--- src/core/conv_cfg_pkg.sv ---
/*
 * Constants for the conversion configuration register block: offsets,
 * field positions, reset values and encodings.
 * Assumes a plain register port with one-cycle strobes on CORE_CLK.
 */
package conv_cfg_pkg;

  localparam logic [7:0] CFG_OFFSET = 8'h0C;
  localparam logic [7:0] CTRL_OFFSET = 8'h08;
  localparam logic [7:0] STATUS_OFFSET = 8'h00;
  localparam logic [31:0] CFG_RESET = 32'h0000_0000;
  localparam logic [31:0] CFG_WRITABLE = 32'h7CC1_FFFF;

  localparam int DMA_EN_BIT = 0;
  localparam int DMA_CIRC_BIT = 1;
  localparam int SCAN_DIR_BIT = 2;
  localparam int RES_LSB = 3;
  localparam int ALIGN_BIT = 5;
  localparam int TRIG_SRC_LSB = 6;
  localparam int TRIG_EDGE_LSB = 10;
  localparam int OVR_POLICY_BIT = 12;
  localparam int REPEAT_BIT = 13;
  localparam int WAIT_BIT = 14;
  localparam int AUTO_OFF_BIT = 15;
  localparam int DISC_BIT = 16;
  localparam int WD_SCOPE_BIT = 22;
  localparam int WD_EN_BIT = 23;
  localparam int WD_CH_LSB = 26;

  localparam int CONV_EN_BIT = 0;
  localparam int CONV_DIS_BIT = 1;
  localparam int CONV_START_BIT = 2;
  localparam int OVR_FLAG_BIT = 4;
  localparam int WD_FLAG_BIT = 7;

  localparam logic [4:0] WD_CH_MAX = 5'h12;
  localparam logic [3:0] TRIG_SRC_MAX = 4'hE;

  localparam logic [1:0] EDGE_OFF = 2'h0;
  localparam logic [1:0] EDGE_RISE = 2'h1;
  localparam logic [1:0] EDGE_FALL = 2'h2;
  localparam logic [1:0] EDGE_BOTH = 2'h3;

  localparam logic [1:0] RES_12 = 2'h0;
  localparam logic [1:0] RES_10 = 2'h1;
  localparam logic [1:0] RES_8 = 2'h2;
  localparam logic [1:0] RES_6 = 2'h3;

endpackage : conv_cfg_pkg

--- src/core/conv_cfg.sv ---
/*
 * Conversion configuration register with the start/stop control bits,
 * the overrun and watchdog flags, trigger edge detection, result
 * shaping and overrun handling of the data register.
 * Assumes synchronous inputs, a converter that reports done, stopped
 * and watchdog events as one-cycle pulses, and a plain register port.
 */
`timescale 1ns/1ps

// Summary of operation
// config register at 0x0C, resets to all zeros
// bit 1 picks one-shot or circular dma, only with dma enabled
// bit 2 sets scan order upward or downward through slots
// bits 4:3 pick result width 12, 10, 8 or 6 bits
// bit 5 picks right or left justified result
// bits 9:6 choose one of fifteen external event inputs
// bits 11:10 arm triggering on rising, falling or both edges
// edge field zero ignores events; only software start begins conversion
// software keeps a trigger edge set in segmented sequential sampling
// bit 12 zero keeps unread result on overrun, one overwrites
// bit 13 selects single pass or continuous conversion
// bit 14 enables wait conversion mode
// bit 15 enables automatic power-off
// bit 16 enables discontinuous mode
// bit 23 enables watchdog, bit 22 picks all or one channel
// bits 30:26 name watched channel 0 to 18, other codes reserved
// software also selects the watched channel for conversion
// in segmented mode bits 30:26 report which data register holds result
// config writes accepted only while conversion start reads zero
// start settable only when enabled and not disabling; hardware clears it
// overrun sets a sticky flag cleared by writing one
// watchdog event sets a sticky flag cleared by writing one
// blocked writes change nothing; reserved bits read zero
// bit 0 lets results raise dma requests
module conv_cfg
  import conv_cfg_pkg::*;
#(
  parameter int RESULT_W = 12,
  parameter int EVENTS = 15
) (
  input wire logic CORE_CLK,
  input wire logic RST,
  input wire logic [7:0] ADDR,
  input wire logic [31:0] WDATA,
  input wire logic WR,
  input wire logic RD,
  output logic [31:0] RDATA,
  input wire logic [EVENTS-1:0] HW_EVENTS,
  input wire logic CONV_DONE,
  input wire logic [RESULT_W-1:0] CONV_RESULT,
  input wire logic CONV_STOPPED,
  input wire logic WD_EVENT,
  input wire logic SEG_MODE,
  input wire logic SEG_STORE,
  input wire logic [4:0] SEG_REG_INDEX,
  input wire logic DATA_READ,
  output logic [15:0] DATA_OUT,
  output logic DMA_REQ,
  output logic DMA_CIRCULAR,
  output logic SCAN_DOWN,
  output logic CONV_START,
  output logic CONTINUOUS,
  output logic WAIT_MODE,
  output logic AUTO_OFF,
  output logic DISCONTINUOUS,
  output logic WD_ENABLE,
  output logic WD_SINGLE,
  output logic [4:0] WD_CHANNEL
);

  logic [31:0] cfg_ff;
  logic conv_en_ff;
  logic conv_dis_ff;
  logic start_ff;
  logic ovr_flag_ff;
  logic wd_flag_ff;
  logic data_valid_ff;
  logic [15:0] data_ff;
  logic [EVENTS-1:0] evt_prev_ff;
  logic [31:0] nxt_rdata;
  logic [15:0] shaped;
  logic [RESULT_W-1:0] masked;
  logic wr_cfg;
  logic wr_ctrl;
  logic wr_status;
  logic trig_pulse;
  logic sel_now;
  logic sel_prev;
  logic overrun;

  // ------------------------------------------------------------
  // register writes
  // ------------------------------------------------------------
  assign wr_cfg = WR && (ADDR == CFG_OFFSET);
  assign wr_ctrl = WR && (ADDR == CTRL_OFFSET);
  assign wr_status = WR && (ADDR == STATUS_OFFSET);

  // reserved bits never stored, so they read zero
  always_ff @(posedge CORE_CLK or posedge RST) begin
    if (RST) begin
      cfg_ff <= CFG_RESET;
    end else if (wr_cfg && !start_ff) begin
      cfg_ff <= WDATA & CFG_WRITABLE;
    end else if (SEG_MODE && SEG_STORE) begin
      // segmented mode reuses the channel field as a result pointer
      cfg_ff[WD_CH_LSB +: 5] <= SEG_REG_INDEX;
    end
  end

  // ------------------------------------------------------------
  // enable, disable and start control
  // ------------------------------------------------------------
  always_ff @(posedge CORE_CLK or posedge RST) begin
    if (RST) begin
      conv_en_ff <= 1'b0;
    end else if (wr_ctrl && WDATA[CONV_EN_BIT] && !conv_en_ff) begin
      conv_en_ff <= 1'b1;
    end else if (conv_dis_ff && !start_ff) begin
      conv_en_ff <= 1'b0;
    end
  end

  // disable stays set until the enable has dropped, so it reads back meanwhile
  always_ff @(posedge CORE_CLK or posedge RST) begin
    if (RST) begin
      conv_dis_ff <= 1'b0;
    end else if (wr_ctrl && WDATA[CONV_DIS_BIT] && conv_en_ff && !start_ff) begin
      conv_dis_ff <= 1'b1;
    end else if (!conv_en_ff) begin
      conv_dis_ff <= 1'b0;
    end
  end

  always_ff @(posedge CORE_CLK or posedge RST) begin
    if (RST) begin
      start_ff <= 1'b0;
    end else if (wr_ctrl && WDATA[CONV_START_BIT] && conv_en_ff && !conv_dis_ff) begin
      start_ff <= 1'b1;
    end else if (CONV_STOPPED) begin
      start_ff <= 1'b0;
    end
  end

  // ------------------------------------------------------------
  // hardware trigger edge detection
  // ------------------------------------------------------------
  always_ff @(posedge CORE_CLK or posedge RST) begin
    if (RST) begin
      evt_prev_ff <= '0;
    end else begin
      evt_prev_ff <= HW_EVENTS;
    end
  end

  // out-of-range source codes select no event
  always_comb begin
    sel_now = 1'b0;
    sel_prev = 1'b0;
    if (cfg_ff[TRIG_SRC_LSB +: 4] <= TRIG_SRC_MAX) begin
      sel_now = HW_EVENTS[cfg_ff[TRIG_SRC_LSB +: 4]];
      sel_prev = evt_prev_ff[cfg_ff[TRIG_SRC_LSB +: 4]];
    end
  end

  always_comb begin
    unique case (cfg_ff[TRIG_EDGE_LSB +: 2])
      EDGE_OFF: trig_pulse = 1'b0;
      EDGE_RISE: trig_pulse = sel_now && !sel_prev;
      EDGE_FALL: trig_pulse = !sel_now && sel_prev;
      EDGE_BOTH: trig_pulse = sel_now != sel_prev;
    endcase
  end

  // conversion runs only when started and, if armed, triggered
  always_ff @(posedge CORE_CLK or posedge RST) begin
    if (RST) begin
      CONV_START <= 1'b0;
    end else if (cfg_ff[TRIG_EDGE_LSB +: 2] == EDGE_OFF) begin
      CONV_START <= wr_ctrl && WDATA[CONV_START_BIT] && conv_en_ff && !conv_dis_ff;
    end else begin
      CONV_START <= start_ff && trig_pulse;
    end
  end

  // ------------------------------------------------------------
  // result shaping and data register
  // ------------------------------------------------------------
  always_comb begin
    masked = CONV_RESULT;
    unique case (cfg_ff[RES_LSB +: 2])
      RES_12: masked = CONV_RESULT;
      RES_10: masked = {CONV_RESULT[RESULT_W-1:2], 2'h0};
      RES_8: masked = {CONV_RESULT[RESULT_W-1:4], 4'h0};
      RES_6: masked = {CONV_RESULT[RESULT_W-1:6], 6'h0};
    endcase
    if (cfg_ff[ALIGN_BIT]) begin
      shaped = {masked, {(16 - RESULT_W){1'b0}}};
    end else begin
      unique case (cfg_ff[RES_LSB +: 2])
        RES_12: shaped = 16'(masked);
        RES_10: shaped = 16'(masked >> 2);
        RES_8: shaped = 16'(masked >> 4);
        RES_6: shaped = 16'(masked >> 6);
      endcase
    end
  end

  assign overrun = CONV_DONE && data_valid_ff && !DATA_READ;

  always_ff @(posedge CORE_CLK or posedge RST) begin
    if (RST) begin
      data_ff <= 16'h0000;
    end else if (CONV_DONE && (!overrun || cfg_ff[OVR_POLICY_BIT])) begin
      data_ff <= shaped;
    end
  end

  always_ff @(posedge CORE_CLK or posedge RST) begin
    if (RST) begin
      data_valid_ff <= 1'b0;
    end else if (CONV_DONE) begin
      data_valid_ff <= 1'b1;
    end else if (DATA_READ) begin
      data_valid_ff <= 1'b0;
    end
  end

  // ------------------------------------------------------------
  // sticky flags: a set in the clearing cycle wins
  // ------------------------------------------------------------
  always_ff @(posedge CORE_CLK or posedge RST) begin
    if (RST) begin
      ovr_flag_ff <= 1'b0;
    end else if (overrun) begin
      ovr_flag_ff <= 1'b1;
    end else if (wr_status && WDATA[OVR_FLAG_BIT]) begin
      ovr_flag_ff <= 1'b0;
    end
  end

  always_ff @(posedge CORE_CLK or posedge RST) begin
    if (RST) begin
      wd_flag_ff <= 1'b0;
    end else if (WD_EVENT && cfg_ff[WD_EN_BIT]) begin
      wd_flag_ff <= 1'b1;
    end else if (wr_status && WDATA[WD_FLAG_BIT]) begin
      wd_flag_ff <= 1'b0;
    end
  end

  // ------------------------------------------------------------
  // data output and dma request
  // ------------------------------------------------------------
  always_ff @(posedge CORE_CLK or posedge RST) begin
    if (RST) begin
      DATA_OUT <= 16'h0000;
    end else begin
      DATA_OUT <= data_ff;
    end
  end

  // a kept result on overrun still raises a request; dma then sees the old word
  always_ff @(posedge CORE_CLK or posedge RST) begin
    if (RST) begin
      DMA_REQ <= 1'b0;
    end else begin
      DMA_REQ <= CONV_DONE && cfg_ff[DMA_EN_BIT];
    end
  end

  // circular has no meaning without dma, so it is masked here
  always_ff @(posedge CORE_CLK or posedge RST) begin
    if (RST) begin
      DMA_CIRCULAR <= 1'b0;
    end else begin
      DMA_CIRCULAR <= cfg_ff[DMA_EN_BIT] && cfg_ff[DMA_CIRC_BIT];
    end
  end

  // ------------------------------------------------------------
  // configuration mirrors
  // ------------------------------------------------------------
  always_ff @(posedge CORE_CLK or posedge RST) begin
    if (RST) begin
      SCAN_DOWN <= 1'b0;
      CONTINUOUS <= 1'b0;
      WAIT_MODE <= 1'b0;
      AUTO_OFF <= 1'b0;
      DISCONTINUOUS <= 1'b0;
    end else begin
      SCAN_DOWN <= cfg_ff[SCAN_DIR_BIT];
      CONTINUOUS <= cfg_ff[REPEAT_BIT];
      WAIT_MODE <= cfg_ff[WAIT_BIT];
      AUTO_OFF <= cfg_ff[AUTO_OFF_BIT];
      DISCONTINUOUS <= cfg_ff[DISC_BIT];
    end
  end

  always_ff @(posedge CORE_CLK or posedge RST) begin
    if (RST) begin
      WD_ENABLE <= 1'b0;
      WD_SINGLE <= 1'b0;
      WD_CHANNEL <= 5'h00;
    end else begin
      WD_ENABLE <= cfg_ff[WD_EN_BIT];
      WD_SINGLE <= cfg_ff[WD_SCOPE_BIT];
      // reserved channel codes disable single-channel matching
      WD_CHANNEL <= (cfg_ff[WD_CH_LSB +: 5] <= WD_CH_MAX) ?
        cfg_ff[WD_CH_LSB +: 5] : 5'h1F;
    end
  end

  // ------------------------------------------------------------
  // read port
  // ------------------------------------------------------------
  always_comb begin
    nxt_rdata = 32'h0000_0000;
    unique case (ADDR)
      CFG_OFFSET: nxt_rdata = cfg_ff;
      CTRL_OFFSET: begin
        nxt_rdata[CONV_EN_BIT] = conv_en_ff;
        nxt_rdata[CONV_DIS_BIT] = conv_dis_ff;
        nxt_rdata[CONV_START_BIT] = start_ff;
      end
      STATUS_OFFSET: begin
        nxt_rdata[OVR_FLAG_BIT] = ovr_flag_ff;
        nxt_rdata[WD_FLAG_BIT] = wd_flag_ff;
      end
      default: nxt_rdata = 32'h0000_0000;
    endcase
  end

  always_ff @(posedge CORE_CLK or posedge RST) begin
    if (RST) begin
      RDATA <= 32'h0000_0000;
    end else if (RD) begin
      RDATA <= nxt_rdata;
    end else begin
      RDATA <= 32'h0000_0000;
    end
  end

endmodule : conv_cfg

--- config.mk ---
export PLATFORM = sky130hd
export DESIGN_NAME = conv_cfg
export DESIGN_NICKNAME = d
export VERILOG_FILES = /design/src/core/conv_cfg_pkg.sv /design/src/core/conv_cfg.sv
export SDC_FILE = /design/constraint.sdc
export NUM_CORES = 1
export LEC_CHECK = 0
export ABC_AREA = 1
export BUFFER_PORTS_ARGS = -buffer_cell sky130_fd_sc_hd__buf_2
export CAP_MARGIN = 20
export CORE_MARGIN = 8
export CORE_UTILIZATION = 51
export DETAILED_ROUTE_END_ITERATION = 7
export PLACE_DENSITY = 0.79
export SLEW_MARGIN = 20
export SYNTH_ARGS = -nofsm -noshare
export SYNTH_HDL_FRONTEND = slang
export SYNTH_SLANG_ARGS = --single-unit
--- constraint.sdc ---
create_clock -name CORE_CLK -period 4.3 [get_ports CORE_CLK]
set_clock_uncertainty 0.1 [all_clocks]
set_input_delay 0.43 -clock CORE_CLK [delete_from_list [all_inputs] [get_ports CORE_CLK]]
set_output_delay 0.43 -clock CORE_CLK [all_outputs]
set_load 0.05 [all_outputs]
# == Word level (Yosys, flattened, before mapping) ==
# Cells that the tools add are included.
# totals
register_bits,124
inputBits,82
word_cells,111
# op_classes
order_cmp,3
eq_ne,10
muxes,33
n_reduce_logical,42
# op_table
operator,n
$pmux W16 S4,1
$pmux W12 S4,1
$mux W32,1
$logic_and A1 B1 Y1,25
$mux W23,1
$mux W1,18
$eq A8 B4 Y1 const B,2
$mux W16,1
$mux W5,3
$reduce_bool A2 Y1,6
$bmux W1 S4,2
$eq A2 B2 Y1 const B,4
$logic_not A8 Y1,1
$logic_not A1 Y1,7
$pmux W3 S2,1
$le A5 B5 Y1 const B,1
$lt A4 B5 Y1 const B,1
$eq A2 B1 Y1 const B,2
$le A4 B4 Y1 const B,1
$logic_not A2 Y1,2
$pmux W1 S2,2
$pmux W1 S4,1
$mux W2,1
$ne A2 B1 Y1 const B,1
2 further kinds,2

# == Depth between registers and ports, before layout ==
# logic_depth
depth_word,8
mapped_depth,12
ltp_nobuf,12

# == Worst setup path before layout ==
# No wires, ideal clock.
# synth_path
path_type,register to register
start,register cfg_ff[6]
end,register CONV_START
setup_ps,126
arrival_ps,1489
t_required_ps,4074
setup_slack_ps,2585
stages_incl_launch_ff,12
synth_period_minus_slack_ps,1715
cell_sequence,dfrtp_1 > inv_1 > buf_2 > nand2_1 > nand3_1 > nand3_1 > nand3_1 > nand2_1 > ha_1 > o22a_1 > nand4_1 > o21ai_0
# synth_between
elab_chain_cells,8
# synth_rtl
item,line_no,source
start: declaration,conv_cfg.sv:71,logic [31:0] cfg_ff;
start signal: assignment,conv_cfg.sv:103,cfg_ff <= WDATA & CFG_WRITABLE;
"$bmux W1 S4, on equally long branches","conv_cfg.sv:160, conv_cfg.sv:161",
"$mux W1, on equally long branches","conv_cfg.sv:160, conv_cfg.sv:161",
$mux W1,conv_cfg.sv:159,if (cfg_ff[TRIG_SRC_LSB +: 4] <= TRIG_SRC_MAX) begin
"$logic_not A1 Y1, on equally long branches","conv_cfg.sv:169, conv_cfg.sv:168",
"$logic_and A1 B1 Y1, on equally long branches","conv_cfg.sv:169, conv_cfg.sv:168",
$pmux W1 S4 *,conv_cfg.sv:166,unique case (cfg_ff[TRIG_EDGE_LSB +: 2])
$logic_and A1 B1 Y1 *,conv_cfg.sv:181,CONV_START <= start_ff && trig_pulse;
$mux W1 *,conv_cfg.sv:178,end else if (cfg_ff[TRIG_EDGE_LSB +: 2] == EDGE_OFF) begin
end signal: assignment,conv_cfg.sv:179,CONV_START <= wr_ctrl && WDATA[CONV_START_BIT] && conv_en_ff && !conv_dis_ff;
end signal: assignment,conv_cfg.sv:181,
end: declaration,conv_cfg.sv:61,"output logic CONV_START,"
# Every way passes the cells marked *; elsewhere a longest branch is shown, timed or not. The select of a mux whose other input is x is not followed.
# A chain may end at the register's enable or synchronous reset.

# == Worst setup path after layout ==
# Ends and elaborated chain as after synthesis.

==> flow_metrics.env <==
export IMPL_area_delta_synth_final_pct=28.8
export IMPL_rsz0062_at_grt="no"
export IMPL_io_buffers=128
export IMPL_avgRoutedWirePerCell_um=14.4
export IMPL_slew_violations=0
export IMPL_diodes=0
export IMPL_rr_endpoint="CONV_START$_DFF_PP0_"
export IMPL_reg2reg_slack_ns=1.94
export IMPL_post_cts_buffers=0
export IMPL_vias_per_cell=4.93
export IMPL_ys_seq_elements=116
export IMPL_cts_htree_levels=4
export IMPL_cts_max_path_buffers=2
export IMPL_track_usage=0.184
export IMPL_status="finished, violations left"
export IMPL_clk_latency_ns=0.49
export IMPL_grt_pass1_vias=4052
export IMPL_timing_rr_start="cfg_ff[6]$_DFFE_PP0P_"
export IMPL_period_minus_slack_ns=2.36
export IMPL_reg2reg_depth=12
export IMPL_numCtsBuffers=17
export IMPL_hold_path_class="input port to asynchronous set/reset pin"
export IMPL_row_count=35
export IMPL_grt_max_degree=67
export IMPL_detail_route_antenna_nets=0
export IMPL_nets=752
export IMPL_vias=3904
export IMPL_cts_tree="yes"
export IMPL_power_density_nw_per_um2=460
export IMPL_crit_type="flip-flop to flip-flop"
export IMPL_ys_types=31
export IMPL_ys_seq_area_frac=0.604
export IMPL_layout_commonest_cell="buf_2"
export IMPL_synth_cells=522
export IMPL_dp_cells=745
export IMPL_nFillCells=735
export IMPL_cp_data_arrival_time_ns=2.62
export IMPL_path_clk_slew_ns=0.06
export IMPL_final_cells=792
export IMPL_ctsResizeCount=0
export IMPL_final_cell_mix="128 x buf_2, 116 x dfrtp_1, 108 x nand2_1"
export IMPL_drv_cap=0
export IMPL_synth_area_leader_cell="dfrtp_1"
export IMPL_root_buffer="clkbuf_8"
export IMPL_drive_gt1_frac=0.272
export IMPL_first_pass_iters=4
export IMPL_fmax_mhz=423
export IMPL_finalSetupViolations=0
export IMPL_coreArea_um2=9200
export IMPL_ios=145
export IMPL_critPathRequiredTime_ns=4.56
export IMPL_cts_sinks=116
export IMPL_synth_top_area_frac=0.604
export IMPL_grt_antenna_before_repair=1
export IMPL_maxSlewHeadroom=0.471
export IMPL_grt_ovfl_total=0
export IMPL_ctsHoldBuffers=15
export IMPL_crit_path_end_kind="flip-flop"
export IMPL_globalplace_congestion=0.885
export IMPL_syn_area_um2=4800
export IMPL_grt_pass1_wl_um=18900
export IMPL_route_detailed_drc=0
export IMPL_fin_crit_sh=0.549
export IMPL_path_max_fanout=15
export IMPL_die_area_um2=12800
export IMPL_hold_viol=31
export IMPL_vdd_drop_max_v=0.000240
export IMPL_drtIter0Drc=159
export IMPL_postSynthAreaPerCell_um2=9.20
export IMPL_hold_ws_ns=-0.0121
export IMPL_ys_warnings_count=0
export IMPL_dpl_hpwl_um=8180
export IMPL_tightest_slew_ns=0.792
export IMPL_violations="negative hold slack"
export IMPL_drt_wl_total_um=11400
export IMPL_worst_setup_path_start_kind="flip-flop"
export IMPL_die_height_um=113
export IMPL_start_util=0.522
export IMPL_leakage_uw=0.00345
export IMPL_totalPowerFinal_uw=2840
export IMPL_die_x_um=113
export IMPL_setup_tns_ns=0
export IMPL_synth_area_top_cells="dfrtp_1 60%, nand2_1 8.4%, nand3_1 6.5%, inv_1 5.4%, nor2_1 4.5%"
==> sequential cells by signal (all words and copies together) (netlist names) <==
register	cells
WD_CHANNEL	5
conv_dis_ff	1
CONTINUOUS	1
DATA_OUT	16
WD_ENABLE	1
start_ff	1
DISCONTINUOUS	1
data_ff	16
SCAN_DOWN	1
RDATA	24
AUTO_OFF	1
wd_flag_ff	1
DMA_CIRCULAR	1
ovr_flag_ff	1
WAIT_MODE	1
cfg_ff	24
WD_SINGLE	1
data_valid_ff	1
evt_prev_ff	15
DMA_REQ	1
CONV_START	1
conv_en_ff	1
==> per-stage QoR <==
| stage | cell area [um^2] | util | worst slack, ns |
|---|---|---|---|
| floorplan | 4830 | - | 0.698 |
| global placement | 5450 | 0.593 | 2.03 |
| detailed placement | 5450 | 0.593 | 2.00 |
| CTS | 6190 | 0.673 | 1.95 |
| global route | 6190 | 0.673 | 1.67 |
| finish | 6190 | 0.673 | 1.94 |
==> routing by layer <==
layer / global-route usage / vias up / share of wire / routed length [um]
met2: 0.310 / 116 / 0.51 / 5750
met5: 0 / - / 0.0014 / 16
met4: 0.0693 / 2 / 0.015 / 170
met3: 0.0479 / 14 / 0.054 / 611
met1: 0.221 / 1856 / 0.42 / 4830
li1: - / 1916 / - / -
==> Yosys cell counts, drive strengths merged <==
cell	count
nor2b	1
o211ai	3
a21oi	21
nand3	62
nand3b	1
o22a	1
nor3	3
clkinv	1
inv	70
nor2	72
dfrtp	116
a31oi	2
o21ai	22
nand4	6
nand2	111
ha	2
o31ai	2
clkbuf	2
buf	23
conb	1
==> area by class of cell <==
| class | instances | area, um^2 | share of cell area |
|---|---|---|---|
| clock inverter | 15 | 171 | 0.0277 |
| timing repair buffer | 145 | 806 | 0.130 |
| inverter | 71 | 269 | 0.0435 |
| sequential | 116 | 2900 | 0.469 |
| tap | 111 | 139 | 0.0224 |
| multi-input combinational | 317 | 1490 | 0.240 |
| clock buffer | 17 | 414 | 0.0669 |
==> power breakdown <==
group,switching (uW),internal (uW)
sequential,25.9,1150
combinational,214,86.4
clock,532,840
==> cells by family (layout without fill, tap and decap cells) <==
family,after synthesis,in the layout,share of synthesized area
adders and majority gates,2,2,0.00521
other,1,8,0.000781
and+or+nand+nor,256,256,0.239
buffers and inverters,96,248,0.0917
DFF,116,116,0.604
AOI/OAI and AO/OA,51,51,0.0586
==> worst max-delay path, cell delays in order (launching register included) <==
cell     delay (ns)
dfrtp_1        0.55
inv_1          0.40
nand2_1        0.16
inv_1          0.14
nand2_1        0.06
nand3_1        0.08
nand3_1        0.07
nand2_1        0.09
inv_1          0.05
ha_1           0.26
nand3_1        0.08
nand4_1        0.09
o21ai_0        0.10
==> worst max-delay path by stage <==
stage | endpoint | cells past startpoint | startpoint
2_1_floorplan | AUTO_OFF$_DFF_PP0_ | 1 | RST
3_3_place_gp | CONV_START$_DFF_PP0_ | 12 | cfg_ff[6]$_DFFE_PP0P_
3_5_place_dp | CONV_START$_DFF_PP0_ | 12 | cfg_ff[6]$_DFFE_PP0P_
4_1_cts | CONV_START$_DFF_PP0_ | 12 | cfg_ff[6]$_DFFE_PP0P_
5_1_grt | CONV_START$_DFF_PP0_ | 12 | cfg_ff[6]$_DFFE_PP0P_
6_report | CONV_START$_DFF_PP0_ | 12 | cfg_ff[6]$_DFFE_PP0P_
Power figures use the tool's default switching activity.
